===== src/hw/pmrcc_pkg.sv =====
// package: register map, field positions and reset values of the regulator and clock configuration bank
package pmrcc_pkg;

    // ------------------------------------------------------------
    // register byte addresses
    // ------------------------------------------------------------
    localparam logic [11:0] ADDR_REG_ENABLE_CTRL = 12'h000;
    localparam logic [11:0] ADDR_SLEW_THERMAL = 12'h004;
    localparam logic [11:0] ADDR_ANALOG_MUX = 12'h008;
    localparam logic [11:0] ADDR_OSC_CLOCK = 12'h00c;

    // ------------------------------------------------------------
    // field positions
    // ------------------------------------------------------------
    localparam int EN_REQ_LSB = 8;
    localparam int EN_REQ_W = 4;
    localparam int THERM_LSB = 16;
    localparam int THERM_W = 6;
    localparam int BOOST_SLEW_LSB = 22;
    localparam int PRE_LS_LSB = 11;
    localparam int PRE_HS_LSB = 8;
    localparam int RATIO_BIT = 13;
    localparam int MEAS_LSB = 8;
    localparam int MEAS_W = 5;
    localparam int SPREAD_PROF_BIT = 23;
    localparam int OUT_SRC_LSB = 19;
    localparam int OUT_PHASE_LSB = 16;
    localparam int OUT_RATE_BIT = 15;
    localparam int EXT_SEL_BIT = 14;
    localparam int EXT_DIV_BIT = 13;
    localparam int SPREAD_EN_BIT = 12;
    localparam int TUNE_LSB = 8;

    // ------------------------------------------------------------
    // reset values
    // ------------------------------------------------------------
    localparam logic [1:0] PRE_LS_RESET = 2'h3;
    localparam logic [1:0] SLEW_ZERO = 2'h0;
    localparam logic [31:0] DATA_ZERO = 32'h0000_0000;

    // ------------------------------------------------------------
    // decoded setting bundles
    // ------------------------------------------------------------
    typedef struct packed {
        logic [1:0] boost_low_side_slew;
        logic [1:0] pre_reg_low_side_drive;
        logic [1:0] pre_reg_high_side_drive;
        logic [5:0] thermal_action;
    } pmrcc_reg_cfg_type;

    typedef struct packed {
        logic spread_profile_select;
        logic spread_enable;
        logic [3:0] clock_out_source_select;
        logic [2:0] clock_out_phase;
        logic clock_out_rate_select;
        logic external_sync_divider;
        logic [3:0] clock_tune;
    } pmrcc_clk_cfg_type;

endpackage


===== src/hw/pmrcc_regs.sv =====
// module: apb register bank for regulator, analog measurement and oscillator configuration
//
// Design decisions made here: the APB interface to the registers and the register addresses.
`timescale 1ns/1ns
`default_nettype none

// Operation
// RULE1 - a 1 written to enable-request bits 11:8 pulses a turn-on request for that regulator and a 0 does nothing.
// RULE2 - a thermal action bit at 0 makes a thermal shutdown only switch that regulator off.
// RULE3 - a thermal action bit at 1 switches the regulator off and also sends the device to deep fail-safe.
// RULE4 - bits 23:22 choose the boost low-side slew of 50, 100, 300 or 500 V/us.
// RULE5 - bits 12:11 choose the pre-regulator low-side drive of 130, 260, 520 or 900 mA.
// RULE6 - bits 9:8 choose the pre-regulator high-side drive with the same four codes.
// RULE7 - bit 13 of the measurement register chooses the low or high divider ratio.
// RULE8 - bit 23 of the clock register chooses the 23 kHz or 94 kHz spread profile.
// RULE9 - bit 12 of the clock register turns spread modulation off or on.
// RULE10 - bit 13 of the clock register divides the external sync input by 1 or 6.
// RULE11 - bits 18:16 delay the clock output by 0 to 7 cycles of the 20 MHz clock.
// RULE12 - a 1 written to bit 14 requests the external sync input, a 0 does nothing, and it reads as zero.
// RULE13 - reserved bits read zero and ignore writes, and request bits hold no readable state.
// RULE14 - at reset programmable fields load their one-time-programmed defaults and the rest their reset values; defaults load one clock after reset ends.
module pmrcc_regs
    import pmrcc_pkg::*;
(
    // clock and reset
    input wire logic i_clk,
    input wire logic i_rst_b,
    // apb slave
    input wire logic i_psel,
    input wire logic i_penable,
    input wire logic i_pwrite,
    input wire logic [11:0] i_paddr,
    input wire logic [31:0] i_pwdata,
    input wire logic [3:0] i_pstrb,
    output logic o_pready,
    output logic [31:0] o_prdata,
    output logic o_pslverr,
    // one-time-programmed defaults
    input wire logic [1:0] i_otp_boost_slew,
    input wire logic [5:0] i_otp_thermal_action,
    input wire logic [1:0] i_otp_pre_hs_drive,
    // thermal shutdown events, one per regulator
    input wire logic [5:0] i_thermal_shutdown,
    // regulator control
    output logic [3:0] o_reg_on_req,
    output logic [5:0] o_reg_off,
    output logic o_deep_fail_safe_req,
    output logic [1:0] o_boost_low_side_slew,
    output logic [1:0] o_pre_reg_low_side_drive,
    output logic [1:0] o_pre_reg_high_side_drive,
    // analog measurement
    output logic o_divider_ratio_high,
    output logic [4:0] o_measure_channel_select,
    // clock control
    output logic o_external_sync_select_req,
    output pmrcc_clk_cfg_type o_clk_cfg
);

    // ------------------------------------------------------------
    // state
    // ------------------------------------------------------------
    pmrcc_reg_cfg_type reg_cfg_r, reg_cfg_nxt;
    pmrcc_clk_cfg_type clk_cfg_r, clk_cfg_nxt;
    logic divider_ratio_high_r, divider_ratio_high_nxt;
    logic [4:0] measure_channel_select_r, measure_channel_select_nxt;
    logic [3:0] reg_on_req_r, reg_on_req_nxt;
    logic ext_sel_req_r, ext_sel_req_nxt;
    logic [5:0] reg_off_r, reg_off_nxt;
    logic deep_fail_safe_r, deep_fail_safe_nxt;
    logic pready_r, pready_nxt;
    logic pslverr_r, pslverr_nxt;
    logic [31:0] prdata_r, prdata_nxt;
    logic otp_load_r;
    logic access;
    logic wr;
    logic hit;
    logic [31:0] rd_word;

    assign access = i_psel && i_penable && !pready_r;
    assign wr = access && i_pwrite && (i_pstrb[1] || i_pstrb[2]);

    // ------------------------------------------------------------
    // read mux
    // ------------------------------------------------------------
    always_comb begin
        rd_word = DATA_ZERO;
        hit = 1'b1;
        unique case (i_paddr)
            ADDR_REG_ENABLE_CTRL: begin
                rd_word = DATA_ZERO; // RULE13
            end
            ADDR_SLEW_THERMAL: begin
                rd_word[BOOST_SLEW_LSB +: 2] = reg_cfg_r.boost_low_side_slew;
                rd_word[THERM_LSB +: THERM_W] = reg_cfg_r.thermal_action;
                rd_word[PRE_LS_LSB +: 2] = reg_cfg_r.pre_reg_low_side_drive;
                rd_word[PRE_HS_LSB +: 2] = reg_cfg_r.pre_reg_high_side_drive;
            end
            ADDR_ANALOG_MUX: begin
                rd_word[RATIO_BIT] = divider_ratio_high_r;
                rd_word[MEAS_LSB +: MEAS_W] = measure_channel_select_r;
            end
            ADDR_OSC_CLOCK: begin
                rd_word[SPREAD_PROF_BIT] = clk_cfg_r.spread_profile_select;
                rd_word[OUT_SRC_LSB +: 4] = clk_cfg_r.clock_out_source_select;
                rd_word[OUT_PHASE_LSB +: 3] = clk_cfg_r.clock_out_phase;
                rd_word[OUT_RATE_BIT] = clk_cfg_r.clock_out_rate_select;
                rd_word[EXT_DIV_BIT] = clk_cfg_r.external_sync_divider;
                rd_word[SPREAD_EN_BIT] = clk_cfg_r.spread_enable;
                rd_word[TUNE_LSB +: 4] = clk_cfg_r.clock_tune;
            end
            default: begin
                hit = 1'b0;
            end
        endcase
    end

    // ------------------------------------------------------------
    // next-state logic
    // ------------------------------------------------------------
    always_comb begin
        reg_cfg_nxt = reg_cfg_r;
        clk_cfg_nxt = clk_cfg_r;
        divider_ratio_high_nxt = divider_ratio_high_r;
        measure_channel_select_nxt = measure_channel_select_r;
        reg_on_req_nxt = '0;
        ext_sel_req_nxt = 1'b0;
        pready_nxt = access;
        pslverr_nxt = access && !hit;
        prdata_nxt = (access && !i_pwrite && hit) ? rd_word : DATA_ZERO;
        if (otp_load_r) begin
            reg_cfg_nxt.boost_low_side_slew = i_otp_boost_slew; // RULE14
            reg_cfg_nxt.thermal_action = i_otp_thermal_action; // RULE14
            reg_cfg_nxt.pre_reg_high_side_drive = i_otp_pre_hs_drive; // RULE14
        end else if (wr) begin
            unique case (i_paddr)
                ADDR_REG_ENABLE_CTRL: begin
                    reg_on_req_nxt = i_pwdata[EN_REQ_LSB +: EN_REQ_W]; // RULE1
                end
                ADDR_SLEW_THERMAL: begin
                    reg_cfg_nxt.boost_low_side_slew = i_pwdata[BOOST_SLEW_LSB +: 2]; // RULE4
                    reg_cfg_nxt.thermal_action = i_pwdata[THERM_LSB +: THERM_W];
                    reg_cfg_nxt.pre_reg_low_side_drive = i_pwdata[PRE_LS_LSB +: 2]; // RULE5
                    reg_cfg_nxt.pre_reg_high_side_drive = i_pwdata[PRE_HS_LSB +: 2]; // RULE6
                end
                ADDR_ANALOG_MUX: begin
                    divider_ratio_high_nxt = i_pwdata[RATIO_BIT]; // RULE7
                    measure_channel_select_nxt = i_pwdata[MEAS_LSB +: MEAS_W];
                end
                ADDR_OSC_CLOCK: begin
                    clk_cfg_nxt.spread_profile_select = i_pwdata[SPREAD_PROF_BIT]; // RULE8
                    clk_cfg_nxt.clock_out_source_select = i_pwdata[OUT_SRC_LSB +: 4];
                    clk_cfg_nxt.clock_out_phase = i_pwdata[OUT_PHASE_LSB +: 3]; // RULE11
                    clk_cfg_nxt.clock_out_rate_select = i_pwdata[OUT_RATE_BIT];
                    ext_sel_req_nxt = i_pwdata[EXT_SEL_BIT]; // RULE12
                    clk_cfg_nxt.external_sync_divider = i_pwdata[EXT_DIV_BIT]; // RULE10
                    clk_cfg_nxt.spread_enable = i_pwdata[SPREAD_EN_BIT]; // RULE9
                    clk_cfg_nxt.clock_tune = i_pwdata[TUNE_LSB +: 4];
                end
                default: begin
                end
            endcase
        end
        // thermal events: switch off always, fail-safe only where the action bit is set
        reg_off_nxt = i_thermal_shutdown; // RULE2
        deep_fail_safe_nxt = |(i_thermal_shutdown & reg_cfg_r.thermal_action); // RULE3
    end

    // ------------------------------------------------------------
    // registers
    // ------------------------------------------------------------
    always_ff @(posedge i_clk) begin
        if (!i_rst_b) begin
            reg_cfg_r.boost_low_side_slew <= SLEW_ZERO;
            reg_cfg_r.thermal_action <= '0;
            reg_cfg_r.pre_reg_low_side_drive <= PRE_LS_RESET; // RULE14
            reg_cfg_r.pre_reg_high_side_drive <= SLEW_ZERO;
            clk_cfg_r <= '0;
            divider_ratio_high_r <= 1'b0;
            measure_channel_select_r <= '0;
            reg_on_req_r <= '0;
            ext_sel_req_r <= 1'b0;
            reg_off_r <= '0;
            deep_fail_safe_r <= 1'b0;
            pready_r <= 1'b0;
            pslverr_r <= 1'b0;
            prdata_r <= DATA_ZERO;
            otp_load_r <= 1'b1;
        end else begin
            reg_cfg_r <= reg_cfg_nxt;
            clk_cfg_r <= clk_cfg_nxt;
            divider_ratio_high_r <= divider_ratio_high_nxt;
            measure_channel_select_r <= measure_channel_select_nxt;
            reg_on_req_r <= reg_on_req_nxt;
            ext_sel_req_r <= ext_sel_req_nxt;
            reg_off_r <= reg_off_nxt;
            deep_fail_safe_r <= deep_fail_safe_nxt;
            pready_r <= pready_nxt;
            pslverr_r <= pslverr_nxt;
            prdata_r <= prdata_nxt;
            otp_load_r <= 1'b0;
        end
    end

    assign o_pready = pready_r;
    assign o_prdata = prdata_r;
    assign o_pslverr = pslverr_r;
    assign o_reg_on_req = reg_on_req_r;
    assign o_reg_off = reg_off_r;
    assign o_deep_fail_safe_req = deep_fail_safe_r;
    assign o_boost_low_side_slew = reg_cfg_r.boost_low_side_slew;
    assign o_pre_reg_low_side_drive = reg_cfg_r.pre_reg_low_side_drive;
    assign o_pre_reg_high_side_drive = reg_cfg_r.pre_reg_high_side_drive;
    assign o_divider_ratio_high = divider_ratio_high_r;
    assign o_measure_channel_select = measure_channel_select_r;
    assign o_external_sync_select_req = ext_sel_req_r;
    assign o_clk_cfg = clk_cfg_r;

    // ------------------------------------------------------------
    // checks
    // ------------------------------------------------------------
    property p_on_req;
        @(posedge i_clk) disable iff (!i_rst_b)
        (wr && i_paddr == ADDR_REG_ENABLE_CTRL && !otp_load_r) |=> (o_reg_on_req == $past(i_pwdata[11:8]));
    endproperty
    a_on_req: assert property (p_on_req) else $error("on request does not follow write"); // RULE1

    property p_on_req_pulse;
        @(posedge i_clk) disable iff (!i_rst_b)
        (o_reg_on_req != 4'h0) |=> (o_reg_on_req == 4'h0);
    endproperty
    a_on_req_pulse: assert property (p_on_req_pulse) else $error("on request held"); // RULE13

    property p_off;
        @(posedge i_clk) disable iff (!i_rst_b)
        1'b1 |=> (o_reg_off == $past(i_thermal_shutdown));
    endproperty
    a_off: assert property (p_off) else $error("thermal off missing"); // RULE2

    property p_deep_fail_safe;
        @(posedge i_clk) disable iff (!i_rst_b)
        1'b1 |=> (o_deep_fail_safe_req == |($past(i_thermal_shutdown) & $past(reg_cfg_r.thermal_action)));
    endproperty
    a_deep_fail_safe: assert property (p_deep_fail_safe) else $error("fail-safe request wrong"); // RULE3

    property p_boost_slew;
        @(posedge i_clk) disable iff (!i_rst_b)
        (wr && i_paddr == ADDR_SLEW_THERMAL && !otp_load_r) |=> (o_boost_low_side_slew == $past(i_pwdata[23:22]));
    endproperty
    a_boost_slew: assert property (p_boost_slew) else $error("boost slew not stored"); // RULE4

    property p_pre_drive;
        @(posedge i_clk) disable iff (!i_rst_b)
        (wr && i_paddr == ADDR_SLEW_THERMAL && !otp_load_r) |=>
            (o_pre_reg_low_side_drive == $past(i_pwdata[12:11]) && o_pre_reg_high_side_drive == $past(i_pwdata[9:8]));
    endproperty
    a_pre_drive: assert property (p_pre_drive) else $error("pre-regulator drive not stored"); // RULE5

    property p_ratio;
        @(posedge i_clk) disable iff (!i_rst_b)
        (wr && i_paddr == ADDR_ANALOG_MUX && !otp_load_r) |=> (o_divider_ratio_high == $past(i_pwdata[13]));
    endproperty
    a_ratio: assert property (p_ratio) else $error("ratio not stored"); // RULE7

    property p_clock;
        @(posedge i_clk) disable iff (!i_rst_b)
        (wr && i_paddr == ADDR_OSC_CLOCK && !otp_load_r) |=>
            (o_clk_cfg.spread_profile_select == $past(i_pwdata[23]) && o_clk_cfg.spread_enable == $past(i_pwdata[12])
             && o_clk_cfg.external_sync_divider == $past(i_pwdata[13]) && o_clk_cfg.clock_out_phase == $past(i_pwdata[18:16])
             && o_external_sync_select_req == $past(i_pwdata[14]));
    endproperty
    a_clock: assert property (p_clock) else $error("clock fields not stored"); // RULE8

    property p_ext_rd;
        @(posedge i_clk) disable iff (!i_rst_b)
        (access && !i_pwrite && i_paddr == ADDR_OSC_CLOCK) |=> (o_prdata[14] == 1'b0 && o_prdata[31:24] == 8'h00);
    endproperty
    a_ext_rd: assert property (p_ext_rd) else $error("reserved bit reads nonzero"); // RULE12

    property p_ready;
        @(posedge i_clk) disable iff (!i_rst_b)
        (i_psel && i_penable && !o_pready) |=> o_pready ##1 !o_pready;
    endproperty
    a_ready: assert property (p_ready) else $error("pready timing wrong"); // RULE13

    property p_slverr;
        @(posedge i_clk) disable iff (!i_rst_b)
        (access && !hit) |=> (o_pready && o_pslverr && o_prdata == DATA_ZERO);
    endproperty
    a_slverr: assert property (p_slverr) else $error("unmapped access not refused"); // RULE13

    property p_rdata_idle;
        @(posedge i_clk) disable iff (!i_rst_b)
        !o_pready |-> (o_prdata == DATA_ZERO && !o_pslverr);
    endproperty
    a_rdata_idle: assert property (p_rdata_idle) else $error("read data or error outside answer"); // RULE13

    property p_strobe_ignore;
        @(posedge i_clk) disable iff (!i_rst_b)
        (access && i_pwrite && !i_pstrb[1] && !i_pstrb[2] && i_paddr == ADDR_REG_ENABLE_CTRL) |=> (o_reg_on_req == 4'h0);
    endproperty
    a_strobe_ignore: assert property (p_strobe_ignore) else $error("request without field strobe"); // RULE1

    property p_otp_load;
        @(posedge i_clk) disable iff (!i_rst_b)
        (otp_load_r && i_rst_b) |=>
            (o_boost_low_side_slew == $past(i_otp_boost_slew) && o_pre_reg_high_side_drive == $past(i_otp_pre_hs_drive));
    endproperty
    a_otp_load: assert property (p_otp_load) else $error("programmed defaults not loaded"); // RULE14

endmodule
`default_nettype wire


===== config.mk =====
export PLATFORM = sky130hd
export DESIGN_NAME = pmrcc_regs
export DESIGN_NICKNAME = d
export VERILOG_FILES = /design/src/hw/pmrcc_pkg.sv /design/src/hw/pmrcc_regs.sv
export SDC_FILE = /design/constraint.sdc
export NUM_CORES = 1
export LEC_CHECK = 0
export BUFFER_PORTS_ARGS = -buffer_cell sky130_fd_sc_hd__buf_4
export CAP_MARGIN = 15
export CORE_MARGIN = 10
export CORE_UTILIZATION = 50
export CTS_BUF_LIST = sky130_fd_sc_hd__clkbuf_2
export CTS_CLUSTER_DIAMETER = 80
export CTS_CLUSTER_SIZE = 28
export DETAILED_ROUTE_END_ITERATION = 16
export HOLD_SLACK_MARGIN = 0.15
export PLACE_DENSITY = 0.86
export SYNTH_ARGS = -nofsm -noshare
export SYNTH_HDL_FRONTEND = slang
export SYNTH_SLANG_ARGS = --single-unit

===== constraint.sdc =====
create_clock -name i_clk -period 2.7 [get_ports i_clk]
set_input_delay 0.405 -clock i_clk [delete_from_list [all_inputs] [get_ports i_clk]]
set_output_delay 0.405 -clock i_clk [all_outputs]
set_load 0.02 [all_outputs]

==> impl_metrics.ini <==
[pwr]
power_switching_uw = 460.9
power.share.sequential = 0.593
power.density_nw_per_um2 = 440.2
comb_power_share = 0.129
intPower_mw = 1.162
ir_worst_vdd_mv = 0.2721
p_sw_frac = 0.2840
leakagePower_nw = 1.508
clock_power_share = 0.278

[logic_synthesis]
synth_top_area_frac = 0.4545
synth_cell_types = 42
syn_area_per_cell_um2 = 9.603
seq_area_frac_synth = 0.4545
yosys.cell_count.top_type = dfxtp_1
synth_edf_count = 0
async_flop_share = 0
yosys-top-cells-area = dfxtp_1 (45%), buf_4 (6.2%), mux2i_1 (6.1%), nand2_1 (4.3%), nand3_1 (4.1%)
netlist_area_um2 = 2775
synthFlopType = dfxtp_1
synth_commonest_cells = dfxtp_1 (63), nand2_1 (32), buf_4 (23), nand3_1 (23), mux2i_1 (17)
synth_cells = 289
ys_warn_count = 0
yosys.area.top_type = dfxtp_1
ys_ff_latch = 63

[global_route]
grt_overflow = 0
grt_pass1_wl_um = 13250
grt_pass1_vias = 2692
grt.total_usage = 0.1883
grt_max_degree = 44
antenna_found_initial = 0

[detailed_routing]
vias_per_cell = 5.386
firstDrtPassIters = 4
detail_route.wl_per_cell_um = 18.01
final_antenna_net_count = 0
drc = 0
vias = 2553
drt_wl_total_um = 8538
first_iter_violations = 224

[timing]
final.setup.tns_ns = 0
max_clock_freq_ghz = 0.5337
fin_crit_ns = 1.874
finalSetupViolCount = 0
slew_violations = 0
relSlewSlack = 0.5364
post-route-period-util = 0.6940
rsz0062_at_grt = no
timing_hold_violations_final = 0
worstMarginPinSlew_ns = 0.6955
final.setup_skew_ns = 0.01887

[placed_design]
dp_hpwl_um = 6363
gp_congestion = 0.8428
io_buffers = 106

[final_layout]
antenna_cells = 0
area_delta_synth_final_pct = 32.82
utilization = 0.6777
final_nets = 466
fill_cells = 449
drive_above_1_share = 0.3358

[job]
cap_violations = 0

[setup_path]
cp_top_family = compound AO/OA/AOI/OAI gates
cp_data_arrival_time_ns = 2.29
critPathBufInv = 0
cp_cell_sequence = nor3_1 > o2111a_1 > nand3_4 > o211ai_1
path_max_fanout = 14
cpMaxStageDelayCell = dfxtp_1
critPathKind = reg2reg
worstPathRequired_ns = 3.12
cp-start-kind = flop
max_stage_delay_ns = 0.54
rrSetupSlack_ns = 0.83
endpoint_kind = flop

[cts]
htreeDepth = 3
worstSkewPairLatency_ns = 0.48
post-cts-setup-buffers = 0
cts_root_buffer = clkbuf_2
max-clock-path-buffers = 2
cts.clk_slew.worst_paths_ns = 0.18
clock_sinks = 63
cts_buffers = 9
cts_tree = built

[floorplanning]
io_pins = 142
core_um2 = 5439
die_h_um = 94.50
rows = 27
initial_utilization = 0.5102
dieArea_um2 = 8930
die-width_um = 94.50

[min_path]
hold_path.class = in2reg

[outcome]
status = finished clean
power by group through the flow:
stage	clock (mW)	combinational (mW)	sequential [mW]
2_1_floorplan	0	0.111	0.985
3_5_place_dp	0	0.193	0.981
5_1_grt	0.488	0.227	0.964
6_report	0.451	0.210	0.962
3_3_place_gp	0	0.188	0.980
4_1_cts	0.454	0.208	0.961
cells by family after synthesis:
kind of cell | count (synthesis) | share of synthesized area
other | 1 | 0.001351
buffers and inverters | 45 | 0.1019
DFF | 63 | 0.4545
muxes | 17 | 0.06132
and+or+nand+nor | 106 | 0.2308
AOI/OAI and AO/OA | 57 | 0.1501
routing by layer:
layer | global-route usage | part of all wire
met2 | 0.3215 | 0.51
met5 | 0 | 0
met1 | 0.2098 | 0.37
met4 | 0.09601 | 0.024
met3 | 0.05313 | 0.10
registers in the layout, indices dropped and copies added, names as in the netlist:
| signal | cells |
|---|---|
| o_boost_low_side_slew | 2 |
| o_pready | 1 |
| o_reg_off | 6 |
| o_pre_reg_high_side_drive | 2 |
| o_reg_on_req | 4 |
| reg_cfg_r | 6 |
| o_divider_ratio_high | 1 |
| o_measure_channel_select | 5 |
| o_external_sync_select_req | 1 |
| o_clk_cfg | 15 |
| o_pre_reg_low_side_drive | 2 |
| o_prdata | 15 |
| o_pslverr | 1 |
| otp_load_r | 1 |
| o_deep_fail_safe_req | 1 |
repair_timing:
| action | CTS | global route |
|---|---|---|
| hold buffers | 13 | 0 |
| hold endpoints to repair | 13 | 0 |
| gates resized for setup | 0 | 0 |
cell type report:
class,instances,area [µm²],share of cell area
clock buffers,11,55.05,0.01494
clock inverters,5,25.02,0.006789
inverters,4,15.01,0.004073
multi-input cells,197,1291,0.3503
flip-flops and latches,63,1261,0.3422
well taps,72,90.09,0.02444
repair buffers,122,948.4,0.2573
worst reg2reg max path: stages (launching register included):
cell	delay (ns)
dfxtp_1	0.54
nor3_1	0.31
o2111a_1	0.50
nand3_4	0.23
o211ai_1	0.23
final timing paths:
check	from	end	cells after the start
setup / recovery	otp_load_r	reg_cfg_r[2]	4
hold reg to reg	o_clk_cfg[5]	o_prdata[15]	2
hold / removal	i_otp_boost_slew[1]	o_boost_low_side_slew[1]	3
setup reg to reg	otp_load_r	reg_cfg_r[2]	4
cell usage in the layout, fill, tap and decap left out, types with 6 or more instances in the layout:
| cell | synthesis | routed |
|---|---|---|
| dfxtp_1 | 63 | 63 |
| and2_1 | 11 | 11 |
| mux2i_1 | 17 | 17 |
| dlygate4sd3_1 | 0 | 13 |
| buf_4 | 23 | 109 |
| nand3_1 | 23 | 23 |
| o21ai_1 | 6 | 6 |
| a21oi_1 | 7 | 7 |
| o211ai_1 | 11 | 11 |
| nand2_1 | 32 | 32 |
| nor2_1 | 13 | 13 |
| o2111ai_1 | 11 | 11 |
| clkbuf_2 | 0 | 11 |
| a22oi_1 | 11 | 11 |
| conb_1 | 1 | 17 |
through the flow:
stage               power, mW  instances  worst slack (ns)  hold WS (ns)  area (µm²)
floorplan               1.096        305            0.8964        0.4770        2835
global placement        1.169        445            0.4762        0.4442        3476
detailed placement      1.174        445            0.4442        0.4676        3476
CTS                     1.624        474            0.8530        0.1510        3686
global route            1.680        474            0.6318        0.1563        3686
finish                  1.623        474            0.8262        0.1597        3686
(Power assumes the default switching activity.)
